===== src/pkg/pcr_pkg.sv =====
// constants for the port configuration, reset and power-down block
package pcr_pkg;
  // ***************************************************************
  // register bus
  // ***************************************************************
  localparam int         ADDR_W      = 4;
  localparam int         DATA_W      = 32;
  localparam logic [3:0] OFS_CTRL    = 4'h0;
  localparam logic [3:0] OFS_ADV     = 4'h4;
  localparam logic [3:0] OFS_STAT    = 4'h8;
  localparam logic [1:0] RESP_OKAY   = 2'h0;
  localparam logic [1:0] RESP_SLVERR = 2'h2;
  // ***************************************************************
  // field positions
  // ***************************************************************
  localparam int CB_SWRST  = 15;
  localparam int CB_LOOP   = 14;
  localparam int CB_SPEED  = 13;
  localparam int CB_ANEN   = 12;
  localparam int CB_PWRDN  = 11;
  localparam int CB_ANRST  = 9;
  localparam int CB_DUPLEX = 8;
  localparam int AB_LO     = 5;
  localparam int AB_HI     = 8;
  localparam int SB_BUSY   = 0;
  localparam int SB_HWMODE = 1;
  localparam int SB_FIBER  = 2;
  localparam int SB_ACTIVE = 3;
  localparam int SB_SWRST  = 4;
  localparam int SB_PPD    = 5;
  // ***************************************************************
  // values after reset and advertisement patterns
  // ***************************************************************
  localparam logic [15:0] CTRL_RST = 16'h0000;
  localparam logic [15:0] ADV_RST  = 16'h0001;
  localparam logic [3:0]  ADV_ALL  = 4'hF;
  localparam logic [3:0]  ADV_100  = 4'hC;
  localparam logic [3:0]  ADV_10   = 4'h3;
  localparam logic [3:0]  ADV_HALF = 4'h5;
  // ***************************************************************
  // synchroniser lanes
  // ***************************************************************
  localparam int SYNC_N  = 8;
  localparam int I_MEDIA = 0;
  localparam int I_AN    = 1;
  localparam int I_SPEED = 2;
  localparam int I_DUP   = 3;
  localparam int I_HWM   = 4;
  localparam int I_GPD   = 5;
  localparam int I_PPD   = 6;
  localparam int I_LFAIL = 7;
  // ***************************************************************
  // timing
  // ***************************************************************
  localparam int CLK_KHZ      = 40000;
  localparam int INIT_WAIT_US = 1000;
  localparam int INIT_CYCLES  = (INIT_WAIT_US * CLK_KHZ) / 1000;
  localparam int SWRST_CYCLES = 16;
endpackage


===== src/core/pcr_port_cfg.sv =====
// per-port strap loader, reset and power-down control with AXI4-Lite regs
//
// Local design decisions: the AXI4-Lite slave port and the register offsets.
`timescale 1ns/100ps
`default_nettype none
// Summary of operation
// - apply configuration after reset or link failure
// - management mode: straps only give defaults
// - pin mode: management writes ignored, straps load
// - forced mode starts at once, else autonegotiation
// - global power-down freezes everything, registers kept
// - power-down release reloads last hardware-reset values
// - no traffic during any power-down
// - software power-down bit stops port, registers live
// - port power-down pin: stop, tristate, refuse access
// - port pin release reloads, no strap resample
// - hardware reset loads speed, autoneg, duplex bits
// - software reset restores snapshot, no resample
// - reset bit readable, reads zero when done
// - registers unavailable 1 ms after reset
// - MII pins disabled during hardware reset
// - fiber strap low: 100 FX, autoneg off
// - all straps high: advertise everything
// - duplex strap low: advertise 100 only
// - speed strap low: advertise 10 only
// - speed and duplex low: advertise half only
// - autoneg strap low: force speed and duplex
// - media strap sampled only at reset end
// - writing autoneg enable one starts autonegotiation
module pcr_port_cfg #(
  parameter int INIT_CYCLES = pcr_pkg::INIT_CYCLES
) (
  // clock and reset
  input  wire logic                        CLK,
  input  wire logic                        RESET_N,
  // straps and power pins
  input  wire logic                        MEDIA_SELECT_STRAP,
  input  wire logic                        AUTONEG_STRAP,
  input  wire logic                        SPEED_STRAP,
  input  wire logic                        DUPLEX_STRAP,
  input  wire logic                        HW_CTRL_MODE,
  input  wire logic                        GLOBAL_POWERDOWN,
  input  wire logic                        PORT_POWERDOWN_PIN,
  input  wire logic                        LINK_FAIL,
  // AXI4-Lite write
  input  wire logic [pcr_pkg::ADDR_W-1:0]  S_AXI_AWADDR,
  input  wire logic                        S_AXI_AWVALID,
  output var  logic                        S_AXI_AWREADY,
  input  wire logic [pcr_pkg::DATA_W-1:0]  S_AXI_WDATA,
  input  wire logic [3:0]                  S_AXI_WSTRB,
  input  wire logic                        S_AXI_WVALID,
  output var  logic                        S_AXI_WREADY,
  output var  logic [1:0]                  S_AXI_BRESP,
  output var  logic                        S_AXI_BVALID,
  input  wire logic                        S_AXI_BREADY,
  // AXI4-Lite read
  input  wire logic [pcr_pkg::ADDR_W-1:0]  S_AXI_ARADDR,
  input  wire logic                        S_AXI_ARVALID,
  output var  logic                        S_AXI_ARREADY,
  output var  logic [pcr_pkg::DATA_W-1:0]  S_AXI_RDATA,
  output var  logic [1:0]                  S_AXI_RRESP,
  output var  logic                        S_AXI_RVALID,
  input  wire logic                        S_AXI_RREADY,
  // port control
  output var  logic                        CFG_AN_EN,
  output var  logic                        CFG_SPEED_100,
  output var  logic                        CFG_FULL_DUPLEX,
  output var  logic                        CFG_FIBER,
  output var  logic                        CFG_LOOPBACK,
  output var  logic [3:0]                  CFG_ADV,
  output var  logic                        AN_START,
  output var  logic                        FORCED_START,
  output var  logic                        PORT_ACTIVE,
  output var  logic                        PORT_CLK_EN,
  output var  logic                        MII_OE_N
);
  import pcr_pkg::*;

  localparam int CW = $clog2(INIT_CYCLES + 1);

  if (INIT_CYCLES < 1) begin : g_chk
    $error("INIT_CYCLES must be at least one");
  end

  typedef enum logic [2:0] {
    ST_LOAD, ST_HOLD, ST_RUN, ST_GPD, ST_PPD
  } pcr_state_t;

  // ***************************************************************
  // helpers
  // ***************************************************************
  // {an_en, speed_100, full_duplex, adv[3:0]} from the straps
  function automatic logic [6:0] strap_cfg(input logic [3:0] s);
    logic [3:0] adv;
    adv = ADV_ALL;
    if (!s[I_MEDIA])
      return {1'b0, 1'b1, s[I_DUP], ADV_ALL};
    if (s[I_AN]) begin
      unique case ({s[I_SPEED], s[I_DUP]})
        2'b11: adv = ADV_ALL;
        2'b10: adv = ADV_100;
        2'b01: adv = ADV_10;
        2'b00: adv = ADV_HALF;
      endcase
    end
    return {s[I_AN], s[I_SPEED], s[I_DUP], adv};
  endfunction

  function automatic logic [15:0] cfg_ctrl(input logic [6:0] c);
    logic [15:0] r;
    r = CTRL_RST;
    r[CB_ANEN]   = c[6];
    r[CB_SPEED]  = c[5];
    r[CB_DUPLEX] = c[4];
    return r;
  endfunction

  function automatic logic [15:0] merge(input logic [15:0] old,
                                        input logic [31:0] d,
                                        input logic [3:0]  be);
    return {be[1] ? d[15:8] : old[15:8], be[0] ? d[7:0] : old[7:0]};
  endfunction

  // ***************************************************************
  // pin synchronisers
  // ***************************************************************
  logic [SYNC_N-1:0] sync1;
  logic [SYNC_N-1:0] sync2;
  logic              lfail_q;

  always_ff @(posedge CLK) begin
    sync1 <= {LINK_FAIL, PORT_POWERDOWN_PIN, GLOBAL_POWERDOWN,
              HW_CTRL_MODE, DUPLEX_STRAP, SPEED_STRAP, AUTONEG_STRAP,
              MEDIA_SELECT_STRAP};
    sync2   <= sync1;
    lfail_q <= sync2[I_LFAIL];
  end

  wire logic gpd     = sync2[I_GPD];
  wire logic ppd     = sync2[I_PPD];
  wire logic hw_mode = sync2[I_HWM];
  wire logic lf_rise = sync2[I_LFAIL] && !lfail_q;

  // ***************************************************************
  // state machine
  // ***************************************************************
  pcr_state_t      state;
  pcr_state_t      next_state;
  logic [CW-1:0]   wait_cnt;
  logic [4:0]      swrst_cnt;
  logic            apply_q;

  always_comb begin
    next_state = state;
    unique case (state)
      ST_LOAD: next_state = ST_HOLD;
      ST_HOLD: begin
        if (gpd)
          next_state = ST_GPD;
        else if (ppd)
          next_state = ST_PPD;
        else if (wait_cnt == '0)
          next_state = ST_RUN;
      end
      ST_RUN, ST_PPD: begin
        if (gpd)
          next_state = ST_GPD;
        else if (ppd)
          next_state = ST_PPD;
        else
          next_state = ST_RUN;
      end
      ST_GPD: begin
        if (!gpd)
          next_state = ppd ? ST_PPD : ST_RUN;
      end
    endcase
  end

  wire logic in_pd    = (state == ST_GPD) || (state == ST_PPD);
  wire logic reload   = in_pd && (next_state == ST_RUN);
  wire logic swrst_on = (swrst_cnt != '0);
  wire logic swrst_dn = (swrst_cnt == 5'h01);
  wire logic apply    = (state == ST_HOLD && next_state == ST_RUN)
                     || reload || swrst_dn
                     || (state == ST_RUN && lf_rise);

  always_ff @(posedge CLK) begin
    if (!RESET_N) begin
      state    <= ST_LOAD;
      wait_cnt <= '0;
      apply_q  <= 1'b0;
    end else begin
      state   <= next_state;
      apply_q <= apply;
      if (state == ST_LOAD)
        wait_cnt <= CW'(INIT_CYCLES - 1);
      else if (wait_cnt != '0)
        wait_cnt <= wait_cnt - 1'b1;
    end
  end

  // ***************************************************************
  // AXI4-Lite slave
  // ***************************************************************
  logic [ADDR_W-1:0] aw_addr;
  logic [31:0]       w_data;
  logic [3:0]        w_strb;
  logic              aw_got;
  logic              w_got;

  wire logic reg_open = (state == ST_RUN);
  wire logic wr_do    = aw_got && w_got && !S_AXI_BVALID;
  wire logic wr_map   = (aw_addr == OFS_CTRL) || (aw_addr == OFS_ADV)
                     || (aw_addr == OFS_STAT);
  wire logic wr_ok    = wr_do && reg_open && wr_map && !hw_mode;
  wire logic wr_ctrl  = wr_ok && (aw_addr == OFS_CTRL);
  wire logic wr_adv   = wr_ok && (aw_addr == OFS_ADV);
  wire logic swrst_go = wr_ctrl && w_strb[1] && w_data[CB_SWRST];
  wire logic an_kick  = wr_ctrl && w_strb[1] && !w_data[CB_SWRST]
                     && (w_data[CB_ANEN] || w_data[CB_ANRST]);
  wire logic rd_do    = S_AXI_ARVALID && S_AXI_ARREADY;
  wire logic rd_map   = (S_AXI_ARADDR == OFS_CTRL)
                     || (S_AXI_ARADDR == OFS_ADV)
                     || (S_AXI_ARADDR == OFS_STAT);

  always_ff @(posedge CLK) begin
    if (!RESET_N) begin
      S_AXI_AWREADY <= 1'b1;
      S_AXI_WREADY  <= 1'b1;
      S_AXI_BVALID  <= 1'b0;
      S_AXI_BRESP   <= RESP_OKAY;
      aw_got        <= 1'b0;
      w_got         <= 1'b0;
      aw_addr       <= '0;
      w_data        <= '0;
      w_strb        <= '0;
    end else begin
      if (S_AXI_AWVALID && S_AXI_AWREADY) begin
        aw_addr       <= S_AXI_AWADDR;
        aw_got        <= 1'b1;
        S_AXI_AWREADY <= 1'b0;
      end
      if (S_AXI_WVALID && S_AXI_WREADY) begin
        w_data       <= S_AXI_WDATA;
        w_strb       <= S_AXI_WSTRB;
        w_got        <= 1'b1;
        S_AXI_WREADY <= 1'b0;
      end
      if (wr_do) begin
        S_AXI_BVALID <= 1'b1;
        S_AXI_BRESP  <= (reg_open && wr_map) ? RESP_OKAY : RESP_SLVERR;
      end
      if (S_AXI_BVALID && S_AXI_BREADY) begin
        S_AXI_BVALID  <= 1'b0;
        aw_got        <= 1'b0;
        w_got         <= 1'b0;
        S_AXI_AWREADY <= 1'b1;
        S_AXI_WREADY  <= 1'b1;
      end
    end
  end

  // ***************************************************************
  // register file
  // ***************************************************************
  logic [15:0] ctrl;
  logic [15:0] adv;
  logic [6:0]  snap;
  logic        fiber;

  wire logic [6:0] strap_now = strap_cfg(sync2[3:0]);

  always_ff @(posedge CLK) begin
    if (!RESET_N) begin
      ctrl      <= CTRL_RST;
      adv       <= ADV_RST;
      snap      <= '0;
      fiber     <= 1'b0;
      swrst_cnt <= '0;
    end else begin
      if (swrst_go)
        swrst_cnt <= 5'(SWRST_CYCLES);
      else if (swrst_on)
        swrst_cnt <= swrst_cnt - 1'b1;
      if (state == ST_LOAD) begin
        snap  <= strap_now;
        fiber <= !sync2[I_MEDIA];
        ctrl  <= cfg_ctrl(strap_now);
        adv   <= {ADV_RST[15:AB_HI+1], strap_now[3:0], ADV_RST[AB_LO-1:0]};
      end else if (reload || swrst_go) begin
        ctrl <= cfg_ctrl(snap);
        adv  <= {ADV_RST[15:AB_HI+1], snap[3:0], ADV_RST[AB_LO-1:0]};
      end else if (wr_ctrl) begin
        ctrl <= merge(ctrl, w_data, w_strb) & ~16'h8200;
      end else if (wr_adv) begin
        adv <= merge(adv, w_data, w_strb);
      end
    end
  end

  wire logic [15:0] ctrl_rd = {swrst_on, ctrl[14:0]};
  wire logic [15:0] stat_rd = {10'h000, ppd, swrst_on, PORT_ACTIVE,
                               fiber, hw_mode, state == ST_HOLD};
  wire logic [15:0] rd_word = (S_AXI_ARADDR == OFS_CTRL) ? ctrl_rd
                            : (S_AXI_ARADDR == OFS_ADV)  ? adv
                            : (S_AXI_ARADDR == OFS_STAT) ? stat_rd
                            : 16'h0000;

  always_ff @(posedge CLK) begin
    if (!RESET_N) begin
      S_AXI_ARREADY <= 1'b1;
      S_AXI_RVALID  <= 1'b0;
      S_AXI_RDATA   <= '0;
      S_AXI_RRESP   <= RESP_OKAY;
    end else if (rd_do) begin
      S_AXI_ARREADY <= 1'b0;
      S_AXI_RVALID  <= 1'b1;
      S_AXI_RDATA   <= (reg_open && rd_map) ? {16'h0000, rd_word} : '0;
      S_AXI_RRESP   <= (reg_open && rd_map) ? RESP_OKAY : RESP_SLVERR;
    end else if (S_AXI_RVALID && S_AXI_RREADY) begin
      S_AXI_RVALID  <= 1'b0;
      S_AXI_ARREADY <= 1'b1;
    end
  end

  // ***************************************************************
  // port control outputs
  // ***************************************************************
  wire logic an_eff = ctrl[CB_ANEN] && !fiber;

  always_ff @(posedge CLK) begin
    if (!RESET_N) begin
      CFG_AN_EN       <= 1'b0;
      CFG_SPEED_100   <= 1'b0;
      CFG_FULL_DUPLEX <= 1'b0;
      CFG_FIBER       <= 1'b0;
      CFG_LOOPBACK    <= 1'b0;
      CFG_ADV         <= '0;
      AN_START        <= 1'b0;
      FORCED_START    <= 1'b0;
      PORT_ACTIVE     <= 1'b0;
      PORT_CLK_EN     <= 1'b0;
      MII_OE_N        <= 1'b1;
    end else begin
      CFG_AN_EN       <= an_eff;
      CFG_SPEED_100   <= ctrl[CB_SPEED] || fiber;
      CFG_FULL_DUPLEX <= ctrl[CB_DUPLEX];
      CFG_FIBER       <= fiber;
      CFG_LOOPBACK    <= ctrl[CB_LOOP];
      CFG_ADV         <= adv[AB_HI:AB_LO];
      AN_START        <= (apply_q && an_eff)
                      || (an_kick && !fiber && reg_open);
      FORCED_START    <= apply_q && !an_eff;
      PORT_ACTIVE     <= (state == ST_RUN) && !swrst_on
                      && !ctrl[CB_PWRDN];
      PORT_CLK_EN     <= !in_pd && !gpd && !ppd;
      MII_OE_N        <= in_pd || gpd || ppd;
    end
  end
endmodule // pcr_port_cfg
`default_nettype wire


===== config.mk =====
export PLATFORM = sky130hd
export DESIGN_NAME = pcr_port_cfg
export DESIGN_NICKNAME = d
export VERILOG_FILES = /design/src/pkg/pcr_pkg.sv /design/src/core/pcr_port_cfg.sv
export SDC_FILE = /design/constraint.sdc
export NUM_CORES = 1
export LEC_CHECK = 0
export BUFFER_PORTS_ARGS = -buffer_cell sky130_fd_sc_hd__buf_2
export CAP_MARGIN = 20
export CORE_MARGIN = 1.5
export CORE_UTILIZATION = 59
export CTS_CLUSTER_SIZE = 14
export DETAILED_ROUTE_END_ITERATION = 10
export GPL_ROUTABILITY_DRIVEN = 0
export PLACE_DENSITY = 0.85
export SKIP_LAST_GASP = 1
export SLEW_MARGIN = 10
export SYNTH_ARGS = -nofsm -noshare
export SYNTH_HDL_FRONTEND = slang
export SYNTH_SLANG_ARGS = --single-unit

===== constraint.sdc =====
create_clock -name CLK -period 3.1 [get_ports CLK]
set_clock_uncertainty 0.1 [all_clocks]
set_input_delay 0.465 -clock CLK [delete_from_list [all_inputs] [get_ports CLK]]
set_output_delay 0.465 -clock CLK [all_outputs]
set_load 0.005 [all_outputs]

==> out/results.txt, run 1 <==
The flow ran to the end, and the final reports show no timing, DRC or antenna violations. Static timing analysis puts the maximum clock frequency at 0.369 GHz. In this design, the stage delay of the slowest critical-path cell is 0.75 ns. TritonCTS built the clock tree.

The final layout contains 780 nets. Kind of end point of the critical path: a flip-flop. In this run the critical register-to-register path is captured at adv[5]$_SDFFE_PN0P_.

The sequential fraction of the synthesis area was 0.491; the DRC marker count from the first detailed-route iteration was 398. The total power density per cell area is 671 nW/µm². The type of the tightest min-delay check is in -> reg. For this run, design rule violations remaining after detail routing come to 0.

The first global-routing pass estimated 22600 µm of wire. VDD sags by at most 0.000379 V. In this run the critical register-to-register path is launched from state[1]$_SDFF_PN0_. The antenna diode instance count is 0, and the placeable core area is 9330 µm². Vias per cell: 5.91. The worst path meets setup with 0.392 ns of slack. Entering global routing, the biggest net connects 38 pins. The max-slew violation count was 0. The most critical setup path has its startpoint at state[1]$_SDFF_PN0_. The share of layout cells above drive strength 1 was 0.177. In this run the vertical extent of the chip is 102 µm.

Setup repair after global routing left no endpoint under its margin. The H-tree was split into 4 levels. After clock tree synthesis, the clock-pin slew on the worst setup and hold paths is 0.06 ns. The total overflow left after global routing is 0. In this run the power spent charging and discharging nets is 1170 µW. In this run the post-CTS setup repair buffer count came out at 0. The arrival time reported for the critical path endpoint came out at 3.05 ns. The count of nets left with antenna violations once routing finished came out at 0. The share of the synthesized area in the top cell type works out to 0.491. After routing, the total negative slack on setup checks comes to 0 ns.

The worst-case reg-to-reg path depth is 4, and the net switching fraction of the power is 0.257. The average wire per standard cell was 16.4 µm; the post-synthesis cell type count was 59. The clock reaches the later pin of the worst-skew pair after 0.52 ns.

The number of port buffers is 77. Counting every sink on the clock net gives 141. For the HPWL reported at the end of detailed placement, the log shows 9330 µm. For this design, the slowest cell found on the critical path is sky130_fd_sc_hd__nor4_4. Before antenna repair, the detailed router went through 7 iterations. In this run the worst setup path terminates at adv[5]$_SDFFE_PN0P_. The tools report the via count of the first global-routing pass as 4549. The logs give 0 for the final number of setup-violating endpoints and 0 for the count of endpoints failing hold in the final timing report.

The startpoint kind of the worst setup timing path is a flip-flop. Across the run, the number of max-cap violations was 0. The detailed router placed 5073 vias in this run. The final layout contains routed wiring with a total length of 14100 µm. Sorting the synthesized cells by area gives the leading types as sky130_fd_sc_hd__dfxtp_1, sky130_fd_sc_hd__nand2_1, sky130_fd_sc_hd__mux2i_1. For this design the static power due to leakage is 0.00270 µW. The top flip-flop cell by instance count after synthesis is sky130_fd_sc_hd__dfxtp_1. Synthesis inferred 141 register bits. The tree is rooted in a sky130_fd_sc_hd__clkbuf_8. The number of buffers between clock root and the deepest sink was 2; the part of the power in the clock network was 0.436.

The tools report the global-route total usage across every layer as 0.282. The portion of total power attributed to combinational logic is 0.118, and the post-synthesis to final-layout area growth is 18.3%. Yosys printed 0 warnings. The signal on the critical path passes through or3b_4 > nor4_4 > o21ai_0 > a31oi_1.

Type of the worst setup path: reg -> reg. In this run, post-CTS repair resized a total of 0 instances. The run gives 0.446 as the sequential group share of total power.

Measured along the x axis, the die boundary spans 102 µm. The logs give 641 for the post-synthesis instance total and 17 for the CTS buffer count. Along the worst path, the maximum fanout reaches 16.

The synthesized netlist occupies a cell area of 5750 µm². Prior to clock tree synthesis, the placed netlist has a worst setup slack of 0.553 ns. The transition time at the pin with the least slew margin came out at 1.04 ns. The initial core utilization was 0.617. The initial antenna violation count is 0. The number of hold-repair buffers added at the cts stage came out at 8. For the required time of the critical path, the log shows 3.44 ns.

The internal power of the cells totals 3390 µW. For the number of ports placed on the die boundary, the log shows 114. Yosys mapped a number of flops with a built-in enable equal to 0.

Leaving out fill and tap cells, the most frequent cells in the layout are sky130_fd_sc_hd__dfxtp_1, sky130_fd_sc_hd__nand2_1, sky130_fd_sc_hd__buf_2, sky130_fd_sc_hd__a21oi_1, sky130_fd_sc_hd__nor2_1. The number of fillers in the final layout came out at 641. For flop-to-flop paths, the worst setup slack is 0.39 ns. Fraction of synthesis flops using an asynchronous set or reset pin: 0.

The die covers 10400 µm². The dominant cell type by area after synthesis was sky130_fd_sc_hd__dfxtp_1. The library cell used most frequently in the layout, excluding fill and tap cells, is sky130_fd_sc_hd__dfxtp_1.

Subtracting the final worst setup slack from the clock period gives 2.71 ns. The share of the cycle needed by the critical path after routing was 0.874; the row count was 35. The tightest slew margin relative to the limit was 0.300; the per-instance average area after synthesis was 8.98 µm².
[power by group through the flow]
stage	combinational [µW]	clock [µW]	sequential, µW
finish	538	1990	2040
global route	598	2070	2050
CTS	531	1980	2030
detailed placement	506	0	2070
global placement	479	0	2060
floorplan	399	0	2030
[metal layers]
| metal | share of wire | routed length (µm) | GRT usage | vias up |
|---|---|---|---|---|
| met5 | 0 | 0 | 0 | - |
| met1 | 0.41 | 5840 | 0.360 | 2340 |
| met3 | 0.096 | 1360 | 0.0752 | 48 |
| met2 | 0.46 | 6470 | 0.459 | 300 |
| met4 | 0.030 | 427 | 0.104 | 0 |
| li1 | - | - | - | 2385 |
[cells in the mapped netlist, drive strengths merged, types with 5 or more instances]
master and n:
and2 15, nand2 84, a211o 5, o32ai 5, o21ai 30, a21oi 54, nor2b 9, buf 31
a31oi 13, inv 20, nand3 9, mux2i 29, o31ai 7, dfxtp 141, o41ai 5, nor3 6
nor4 15, nor2 53, clkbuf 21, or3 13, nand2b 10, a211oi 6, or4 9
[flip-flops by register name (all words and copies together) (netlist names), 2 cells and up]
signal / count
ctrl: 14
snap: 7
wait_cnt: 16
w_strb: 2
sync2: 8
w_data: 16
adv: 16
CFG_ADV: 4
aw_addr: 4
S_AXI_RDATA: 16
swrst_cnt: 5
sync1: 8
state: 3
[area by class of cell]
type | count | area [µm²] | area share
Tap cell | 129 | 161 | 0.0237
Clock buffer | 21 | 439 | 0.0645
Sequential cell | 141 | 2820 | 0.415
Inverter | 20 | 75.1 | 0.0110
Timing Repair Buffer | 92 | 518 | 0.0761
Clock inverter | 11 | 143 | 0.0210
Multi-Input combinational cell | 445 | 2650 | 0.389
[per-stage QoR]
step | utilization | hold slack (ns) | std cells | power (µW) | cell area (µm²)
after floorplan | - | 0.210 | 658 | 2430 | 5820
after global placement | 0.659 | 0.212 | 819 | 2540 | 6140
after detailed placement | 0.659 | 0.213 | 819 | 2570 | 6140
after CTS | 0.730 | 0.0585 | 859 | 4540 | 6810
after global routing | 0.730 | 0.0666 | 859 | 4710 | 6810
final | 0.730 | 0.0501 | 859 | 4570 | 6810
[worst max-delay path, delay by kind of cell (launching register included)]
kind	cells	cell delay (ns)
flip-flops	1	0.60
AND/OR/NAND/NOR	2	1.31
AO/OA/AOI/OAI	2	0.60
[worst min path at each step]
stage	from	endpoint	depth (start not counted)
3_5_place_dp	sync1[4]$_DFF_P_	sync2[4]$_DFF_P_	0
5_1_grt	S_AXI_WDATA[0]	w_data[0]$_SDFFE_PN0P_	3
6_report	S_AXI_WVALID	S_AXI_WREADY$_SDFFE_PP1P_	2
4_1_cts	S_AXI_WVALID	S_AXI_WREADY$_SDFFE_PP1P_	2
3_3_place_gp	sync1[4]$_DFF_P_	sync2[4]$_DFF_P_	0
2_1_floorplan	sync1[0]$_DFF_P_	sync2[0]$_DFF_P_	0
[cell families (layout without fill, tap and decap cells)]
| logic type | Yosys count | after routing | synth area share |
|---|---|---|---|
| DFF | 141 | 141 | 0.491 |
| xor gates and xnor gates | 4 | 4 | 0.00609 |
| other | 1 | 18 | 0.000652 |
| buffers and inverters | 72 | 144 | 0.0626 |
| muxes | 30 | 30 | 0.0524 |
| AOI/OAI and AO/OA | 143 | 143 | 0.154 |
| and+or+nand+nor | 246 | 246 | 0.225 |
| adders and majority gates | 4 | 4 | 0.00870 |
No activity file was read; power rests on OpenSTA's default activity.
==> run 2: changes to the inputs <==
--- a/config.mk
+++ b/config.mk
@@ -5,14 +5,17 @@
 export SDC_FILE = /design/constraint.sdc
 export NUM_CORES = 1
 export LEC_CHECK = 0
-export BUFFER_PORTS_ARGS = -buffer_cell sky130_fd_sc_hd__buf_2
+export ABC_AREA = 0
+export BUFFER_PORTS_ARGS = -buffer_cell sky130_fd_sc_hd__buf_4
 export CAP_MARGIN = 20
+export CELL_PAD_IN_SITES_DETAIL_PLACEMENT = 2
+export CELL_PAD_IN_SITES_GLOBAL_PLACEMENT = 2
 export CORE_MARGIN = 1.5
-export CORE_UTILIZATION = 59
+export CORE_UTILIZATION = 35
 export CTS_CLUSTER_SIZE = 14
 export DETAILED_ROUTE_END_ITERATION = 10
 export GPL_ROUTABILITY_DRIVEN = 0
-export PLACE_DENSITY = 0.85
+export PLACE_DENSITY_LB_ADDON = 0.1
 export SKIP_LAST_GASP = 1
 export SLEW_MARGIN = 10
 export SYNTH_ARGS = -nofsm -noshare
==> out/results.txt, run 2 (synthesized netlist as in run 1, its figures left out) <==
For the final wirelength, the log shows 17800 µm (was 14100 µm). The tools report the worst flop-to-flop path startpoint as state[0]$_SDFF_PN0_ (was state[1]$_SDFF_PN0_). Startpoint kind of the worst setup timing path: a flip-flop (unchanged).

The die extent in x is 131 µm (was 102 µm). The arrival time reported for the critical path endpoint was 2.76 ns (was 3.05 ns); the static power due to leakage was 0.00276 µW (was 0.00270 µW). The HPWL reported at the end of detailed placement was 13000 µm (was 9330 µm). The average wire per standard cell is 18.8 µm (was 16.4 µm), and the maximum number of pins on one net before global-route repair is 38 (unchanged).

The run gives 0.360 (was 0.617) as the initial core utilization. The CTS buffer count is 17 (unchanged), and the vias per cell is 5.24 (was 5.91). The share of layout cells above drive strength 1 was 0.193 (was 0.177). The tools report the tightest slew margin relative to the limit as 0.353 (was 0.300). The type of the tightest min-delay check was in -> reg (unchanged). The number of sinks driven by the clock tree came out at 141 (unchanged). The number of maximum-capacitance violations is 0 (unchanged). The net count of the finished layout is 782 (was 780). Kind of end point of the critical path: a flip-flop (unchanged).

The run gives 6520 µm² (was 6140 µm²) as the post-detailed-placement cell area. The type of the worst setup path is reg -> reg (unchanged). Most common library cell in the layout ignoring fill and taps: sky130_fd_sc_hd__dfxtp_1 (unchanged).

The die height is 131 µm (was 102 µm), and the number of port buffers is 77 (unchanged). For the placeable core area, the log shows 16000 µm² (was 9330 µm²). The buffer count from post-CTS setup fixing was 0 (unchanged).

TritonCTS built the clock tree. Share of the cycle needed by the critical path after routing: 0.815 (was 0.874). Total power density per cell area: 663 nW/µm² (was 671 nW/µm²).

Critical Path, Cell by Cell: or4bb_1 > o211ai_1 > o41ai_1 > a31oi_1 (was or3b_4 > nor4_4 > o21ai_0 > a31oi_1). The startpoint of the worst hold path was DUPLEX_STRAP (was S_AXI_WVALID). The clock-pin slew on the worst setup and hold paths works out to 0.06 ns (about the same). The logs give 4 (was 7) for the number of detailed-route iterations in the first pass and 0 (unchanged) for the number of gates resized after cts. The row count came out at 46 (was 35). Number of buffers between clock root and the deepest sink: 2 (unchanged). The max-slew violation count is 0 (unchanged). The number of hold-repair buffers added at the cts stage was 0 (was 8); the post-synthesis to final-layout area growth was 23.7% (was 18.3%). The logs give 29200 µm (was 22600 µm) for the first-pass GRT wire length and 4 (unchanged) for the H-tree depth. Commonest non-fill, non-tap cells in the layout: sky130_fd_sc_hd__dfxtp_1, sky130_fd_sc_hd__buf_4, sky130_fd_sc_hd__nand2_1, sky130_fd_sc_hd__a21oi_1, sky130_fd_sc_hd__nor2_1 (was sky130_fd_sc_hd__dfxtp_1, sky130_fd_sc_hd__nand2_1, sky130_fd_sc_hd__buf_2, sky130_fd_sc_hd__a21oi_1, sky130_fd_sc_hd__nor2_1).

The area enclosed by the die boundary was 17200 µm² (was 10400 µm²). The run gives 0 ns (unchanged) as the final setup TNS. The antenna diode instance count is 0 (unchanged), and the post-layout minimum cycle time is 2.53 ns (was 2.71 ns). The logs give 0 (unchanged) for the initial antenna violation count and 0 (unchanged) for the post-route antenna net violation count. For the total non-filler cell area in the finished layout, the log shows 7120 µm² (was 6810 µm²).

Setup repair after global routing left no endpoint under its margin. The run gives 0 (unchanged) as the final number of setup-violating endpoints. The biggest cell delay along the critical path works out to 0.79 ns (was 0.75 ns). The run gives 3.33 ns (was 3.44 ns) as the required time of the critical path. The transition time at the pin with the least slew margin was 0.967 ns (was 1.04 ns); the DRC marker count from the first detailed-route iteration was 175 (was 398). The remaining design rule violation count came out at 0 (unchanged). The run gives 0 (unchanged) as the count of endpoints failing hold in the final timing report. The run finished with clean final reports. The cell at the root of the clock tree is sky130_fd_sc_hd__clkbuf_16 (was sky130_fd_sc_hd__clkbuf_8). The maximum fanout along the worst path was 12 (was 16); the number of vias in the routed layout was 4965 (was 5073). Global-route total usage across every layer: 0.215 (was 0.282). The standard cell with the maximum stage delay on the critical path is sky130_fd_sc_hd__o211ai_1 (was sky130_fd_sc_hd__nor4_4). The fmax is 0.396 GHz (was 0.369 GHz), and the worst supply voltage drop on vdd is 0.000386 V (was 0.000379 V). The via count of the first global-routing pass was 5268 (was 4549).

The clock latency on the worst-skew pair was 0.42 ns (was 0.52 ns); the total grt overflow was 0 (unchanged). The number of ports placed on the die boundary is 114 (unchanged). The first element of the critical path is state[0]$_SDFF_PN0_ (was state[1]$_SDFF_PN0_).
run 2: final cells by class:
| cell class | count | area [µm²] |
|---|---|---|
| Clock inverter | 14 | 170 |
| Timing Repair Buffer | 94 | 706 |
| Multi-Input combinational cell | 445 | 2650 |
| Inverter | 20 | 75.1 |
| Sequential cell | 141 | 2820 |
| Tap cell | 216 | 270 |
| Fill cell | 1761 | 8880 |
| Clock buffer | 18 | 429 |
run 2: path summary, 6_finish.rpt:
kind | end | slack [ns] | cells past startpoint
worst max-delay path | adv[5]$_SDFFE_PN0P_ | 0.57 | 4
worst min-delay path | sync1[3]$_DFF_P_ | 0.04 | 1
worst max register to register | adv[5]$_SDFFE_PN0P_ | 0.57 | 4
worst min register to register | sync2[3]$_DFF_P_ | 0.23 | 0
run 2: where the power goes:
| part | internal [µW] | switching [µW] |
|---|---|---|
| logic | 256 | 358 |
| clock network | 1270 | 806 |
| registers | 1930 | 109 |
| total | 3450 | 1270 |
run 2: worst max-delay path: cells and delay by family (launching register included):
| family | cells | cell delay, ns |
|---|---|---|
| flops | 1 | 0.62 |
| compound gates | 3 | 1.15 |
| simple gates | 1 | 0.57 |
run 2: per-stage QoR:
step	power, µW	hold slack, ns	setup WS (ns)	std cells	util
floorplan	2430	0.210	1.04	658	-
global placement	2630	0.211	0.760	916	0.408
detailed placement	2680	0.215	0.619	916	0.408
CTS	4770	0.0272	0.602	948	0.445
global route	4930	0.0264	0.424	948	0.445
finish	4720	0.0397	0.574	948	0.445
run 2: metal layers:
metal  GRT usage  vias up  wire length [µm]
met2       0.352      104              8460
met4      0.0687        0               231
met5           0        -                 0
met1       0.283     2466              8570
li1            -     2383                 -
met3      0.0436       12               555
==> run 3: changes to the inputs <==
--- a/config.mk
+++ b/config.mk
@@ -11,7 +11,7 @@
 export CELL_PAD_IN_SITES_DETAIL_PLACEMENT = 2
 export CELL_PAD_IN_SITES_GLOBAL_PLACEMENT = 2
 export CORE_MARGIN = 1.5
-export CORE_UTILIZATION = 35
+export CORE_UTILIZATION = 30
 export CTS_CLUSTER_SIZE = 14
 export DETAILED_ROUTE_END_ITERATION = 10
 export GPL_ROUTABILITY_DRIVEN = 0
==> constraint.sdc (replaced) <==
create_clock -name CLK -period 2.04 [get_ports CLK]
set_clock_uncertainty 0.1 [all_clocks]
set_input_delay 0.306 -clock CLK [delete_from_list [all_inputs] [get_ports CLK]]
set_output_delay 0.306 -clock CLK [all_outputs]
set_load 0.005 [all_outputs]
==> out/results.txt, run 3 (synthesized netlist as in run 1, its figures left out) <==
The kind of end point of the critical path was a flip-flop (unchanged). For the net count of the finished layout, the log shows 839 (was 782). The worst setup path endpoint is state[0]$_SDFF_PN0_ (was adv[5]$_SDFFE_PN0P_).

For the static power due to leakage, the log shows 0.00313 µW (was 0.00276 µW). Post-route antenna net violation count: 0 (unchanged). The setup slack on the worst flop-to-flop path came out at -0.10 ns (was 0.57 ns). The tools report the final wirelength as 19100 µm (was 17800 µm). For the final total power, the log shows 7450 µW (was 4720 µW).

The number of vias in the routed layout is 5117 (was 4965), and the average wire per standard cell is 18.7 µm (was 18.8 µm). The worst-case reg-to-reg path depth came out at 7 (was 4). The tightest slew margin relative to the limit was 0.569 (was 0.353); the DRC marker count from the first detailed-route iteration was 181 (was 175). The count of endpoints failing hold in the final timing report was 0 (unchanged); the clock latency on the worst-skew pair was 0.43 ns (was 0.42 ns). The logs give 10 (was 0) for the final number of setup-violating endpoints and 0.000636 V (was 0.000386 V) for the worst supply voltage drop on vdd.

Sequential group share of total power: 0.415 (was 0.431). The share of the cycle needed by the critical path after routing works out to 1.05 (was 0.815). Maximum fanout along the worst path: 4 (was 12). The initial antenna violation count is 0 (unchanged), and the global-route total usage across every layer is 0.194 (was 0.215).

The share of layout cells above drive strength 1 was 0.267 (was 0.193); the total power density per cell area was 947 nW/µm² (was 663 nW/µm²). Commonest non-fill, non-tap cells in the layout: sky130_fd_sc_hd__dfxtp_1, sky130_fd_sc_hd__buf_4, sky130_fd_sc_hd__nand2_1, sky130_fd_sc_hd__a21oi_1, sky130_fd_sc_hd__nor2_1 (unchanged). The part of the power in the clock network was 0.437 (was 0.439); the net switching fraction of the power was 0.267 (was 0.270).

The startpoint kind of the worst setup timing path is a flip-flop (unchanged). TritonCTS built the clock tree. Area enclosed by the die boundary: 20000 µm² (was 17200 µm²). Clock-pin slew on the worst setup and hold paths: 0.06 ns (about the same). The tools report the number of sinks driven by the clock tree as 141 (unchanged). Cell at the root of the clock tree: sky130_fd_sc_hd__clkbuf_16 (unchanged). The first-pass GRT wire length is 29900 µm (was 29200 µm), and the number of ports placed on the die boundary is 114 (unchanged).

The share of the core filled with cells in the final layout was 0.419 (was 0.445); the antenna diode instance count was 0 (unchanged). The logs give 2.35 ns (was 2.76 ns) for the arrival time reported for the critical path endpoint and 18800 µm² (was 16000 µm²) for the placeable core area. The first element of the critical path was wait_cnt[0]$_SDFFE_PN0P_ (was state[0]$_SDFF_PN0_).

The post-synthesis to final-layout area growth came out at 36.6% (was 23.7%). The post-layout minimum cycle time is 2.14 ns (was 2.53 ns). The tools report the via count of the first global-routing pass as 5573 (was 5268). Most common library cell in the layout ignoring fill and taps: sky130_fd_sc_hd__dfxtp_1 (unchanged).

The die extent in x is 141 µm (was 131 µm), and the required time of the critical path is 2.25 ns (was 3.33 ns). The transition time at the pin with the least slew margin was 0.647 ns (was 0.967 ns). The fmax was 0.467 GHz (was 0.396 GHz). The type of the worst setup path is reg -> reg (unchanged). The logs give 4 (unchanged) for the H-tree depth and 2032 (was 1761) for the number of fillers in the final layout. The checks that failed: negative setup slack.

The cell internal power dissipation is 5460 µW (was 3450 µW), and the max-slew violation count is 0 (unchanged). Maximum number of pins on one net before global-route repair: 44 (was 38). Setup repair after global routing could not meet its margin everywhere. The end of the worst register-to-register path is state[0]$_SDFF_PN0_ (was adv[5]$_SDFFE_PN0P_). The portion of total power attributed to combinational logic was 0.148 (was 0.130); the initial core utilization was 0.307 (was 0.360). Die height: 141 µm (was 131 µm). The flow ran to the end, but the final reports show violations.

The number of buffers between clock root and the deepest sink is 2 (unchanged). The worst flop-to-flop path startpoint was wait_cnt[0]$_SDFFE_PN0P_ (was state[0]$_SDFF_PN0_). The CTS buffer count was 17 (unchanged). Type of the tightest min-delay check: in -> reg (unchanged). HPWL reported at the end of detailed placement: 13600 µm (was 13000 µm). The setup slack at placement is -0.115 ns (was 0.619 ns).

The vias per cell works out to 5.00 (was 5.24). The number of detailed-route iterations in the first pass is 4 (unchanged). Final setup slack of the worst path: -0.101 ns (was 0.574 ns). The total grt overflow was 0 (unchanged).

For the reported net switching power, the log shows 1990 µW (was 1270 µW). The number of port buffers came out at 77 (unchanged). The number of maximum-capacitance violations was 0 (unchanged). The run gives 50 (was 46) as the row count.

The remaining design rule violation count is 0 (unchanged).
## run 3: changes by cell type in the layout (fill, tap and decap cells not counted), sizes merged
cell         delta
inv             +2
clkbuf          +4
clkinvlp        -2
dlygate4sd3     +9
buf            +46
clkinv          -2
## run 3: worst min path at each step
stage	from	endpoint	slack, ns	depth (start not counted)
6_report	S_AXI_WDATA[2]	w_data[2]$_SDFFE_PN0P_	0.02	3
5_1_grt	S_AXI_WDATA[9]	w_data[9]$_SDFFE_PN0P_	0.02	3
4_1_cts	S_AXI_WDATA[2]	w_data[2]$_SDFFE_PN0P_	0.01	3
3_5_place_dp	sync1[4]$_DFF_P_	sync2[4]$_DFF_P_	0.21	0
3_3_place_gp	sync1[4]$_DFF_P_	sync2[4]$_DFF_P_	0.21	0
2_1_floorplan	sync1[0]$_DFF_P_	sync2[0]$_DFF_P_	0.21	0
## run 3: per-stage QoR
step / std cells / hold slack [ns] / TNS (ns) / instance area [µm²]
floorplan: 658 / 0.210 / 0 / 5830
global placement: 965 / 0.211 / -0.122 / 6830
detailed placement: 965 / 0.214 / -0.558 / 6830
CTS: 1014 / 0.0142 / -0.127 / 7660
global route: 1023 / 0.0177 / -1.80 / 7860
finish: 1023 / 0.0249 / -0.323 / 7860
## run 3: area by class of cell
type	instances	area [µm²]	area share
Sequential cell	141	2830	0.360
Multi-Input combinational cell	445	2760	0.351
Timing Repair Buffer	151	1290	0.164
Clock buffer	20	457	0.0581
Tap cell	234	293	0.0372
Clock inverter	12	159	0.0202
Inverter	20	75.1	0.00955
## run 3: power groups by stage
stage | registers [µW] | logic (µW) | clock network [µW]
after floorplan | 3090 | 607 | 0
after global placement | 3130 | 959 | 0
after detailed placement | 3140 | 1010 | 0
after CTS | 3090 | 1070 | 3330
after global routing | 3110 | 1210 | 3450
final | 3090 | 1100 | 3250
## run 3: timing repair
action | CTS | global route
cloned | 2 | 2
endpoints found under the hold margin | 9 | 0
pin swaps | 5 | 22
setup endpoints to repair | 26 | 50
hold buffers | 9 | 0
buffers inserted | 6 | 7
gates resized for setup | 18 | 28
## run 3: metal layers
| metal | vias up | part of all wire | global-route usage |
|---|---|---|---|
| met5 | - | 0 | 0 |
| met4 | 0 | 0.012 | 0.0640 |
| met3 | 19 | 0.028 | 0.0371 |
| met2 | 93 | 0.47 | 0.324 |
| met1 | 2509 | 0.48 | 0.253 |
| li1 | 2496 | - | - |
## run 3: critical path: stages, from the launching register on
cell	delay, ns
sky130_fd_sc_hd__dfxtp_2	0.33
sky130_fd_sc_hd__inv_2	0.09
sky130_fd_sc_hd__ha_4	0.13
sky130_fd_sc_hd__or4b_4	0.49
sky130_fd_sc_hd__nor4bb_4	0.35
sky130_fd_sc_hd__buf_6	0.17
sky130_fd_sc_hd__nor2_2	0.03
sky130_fd_sc_hd__o311a_1	0.34
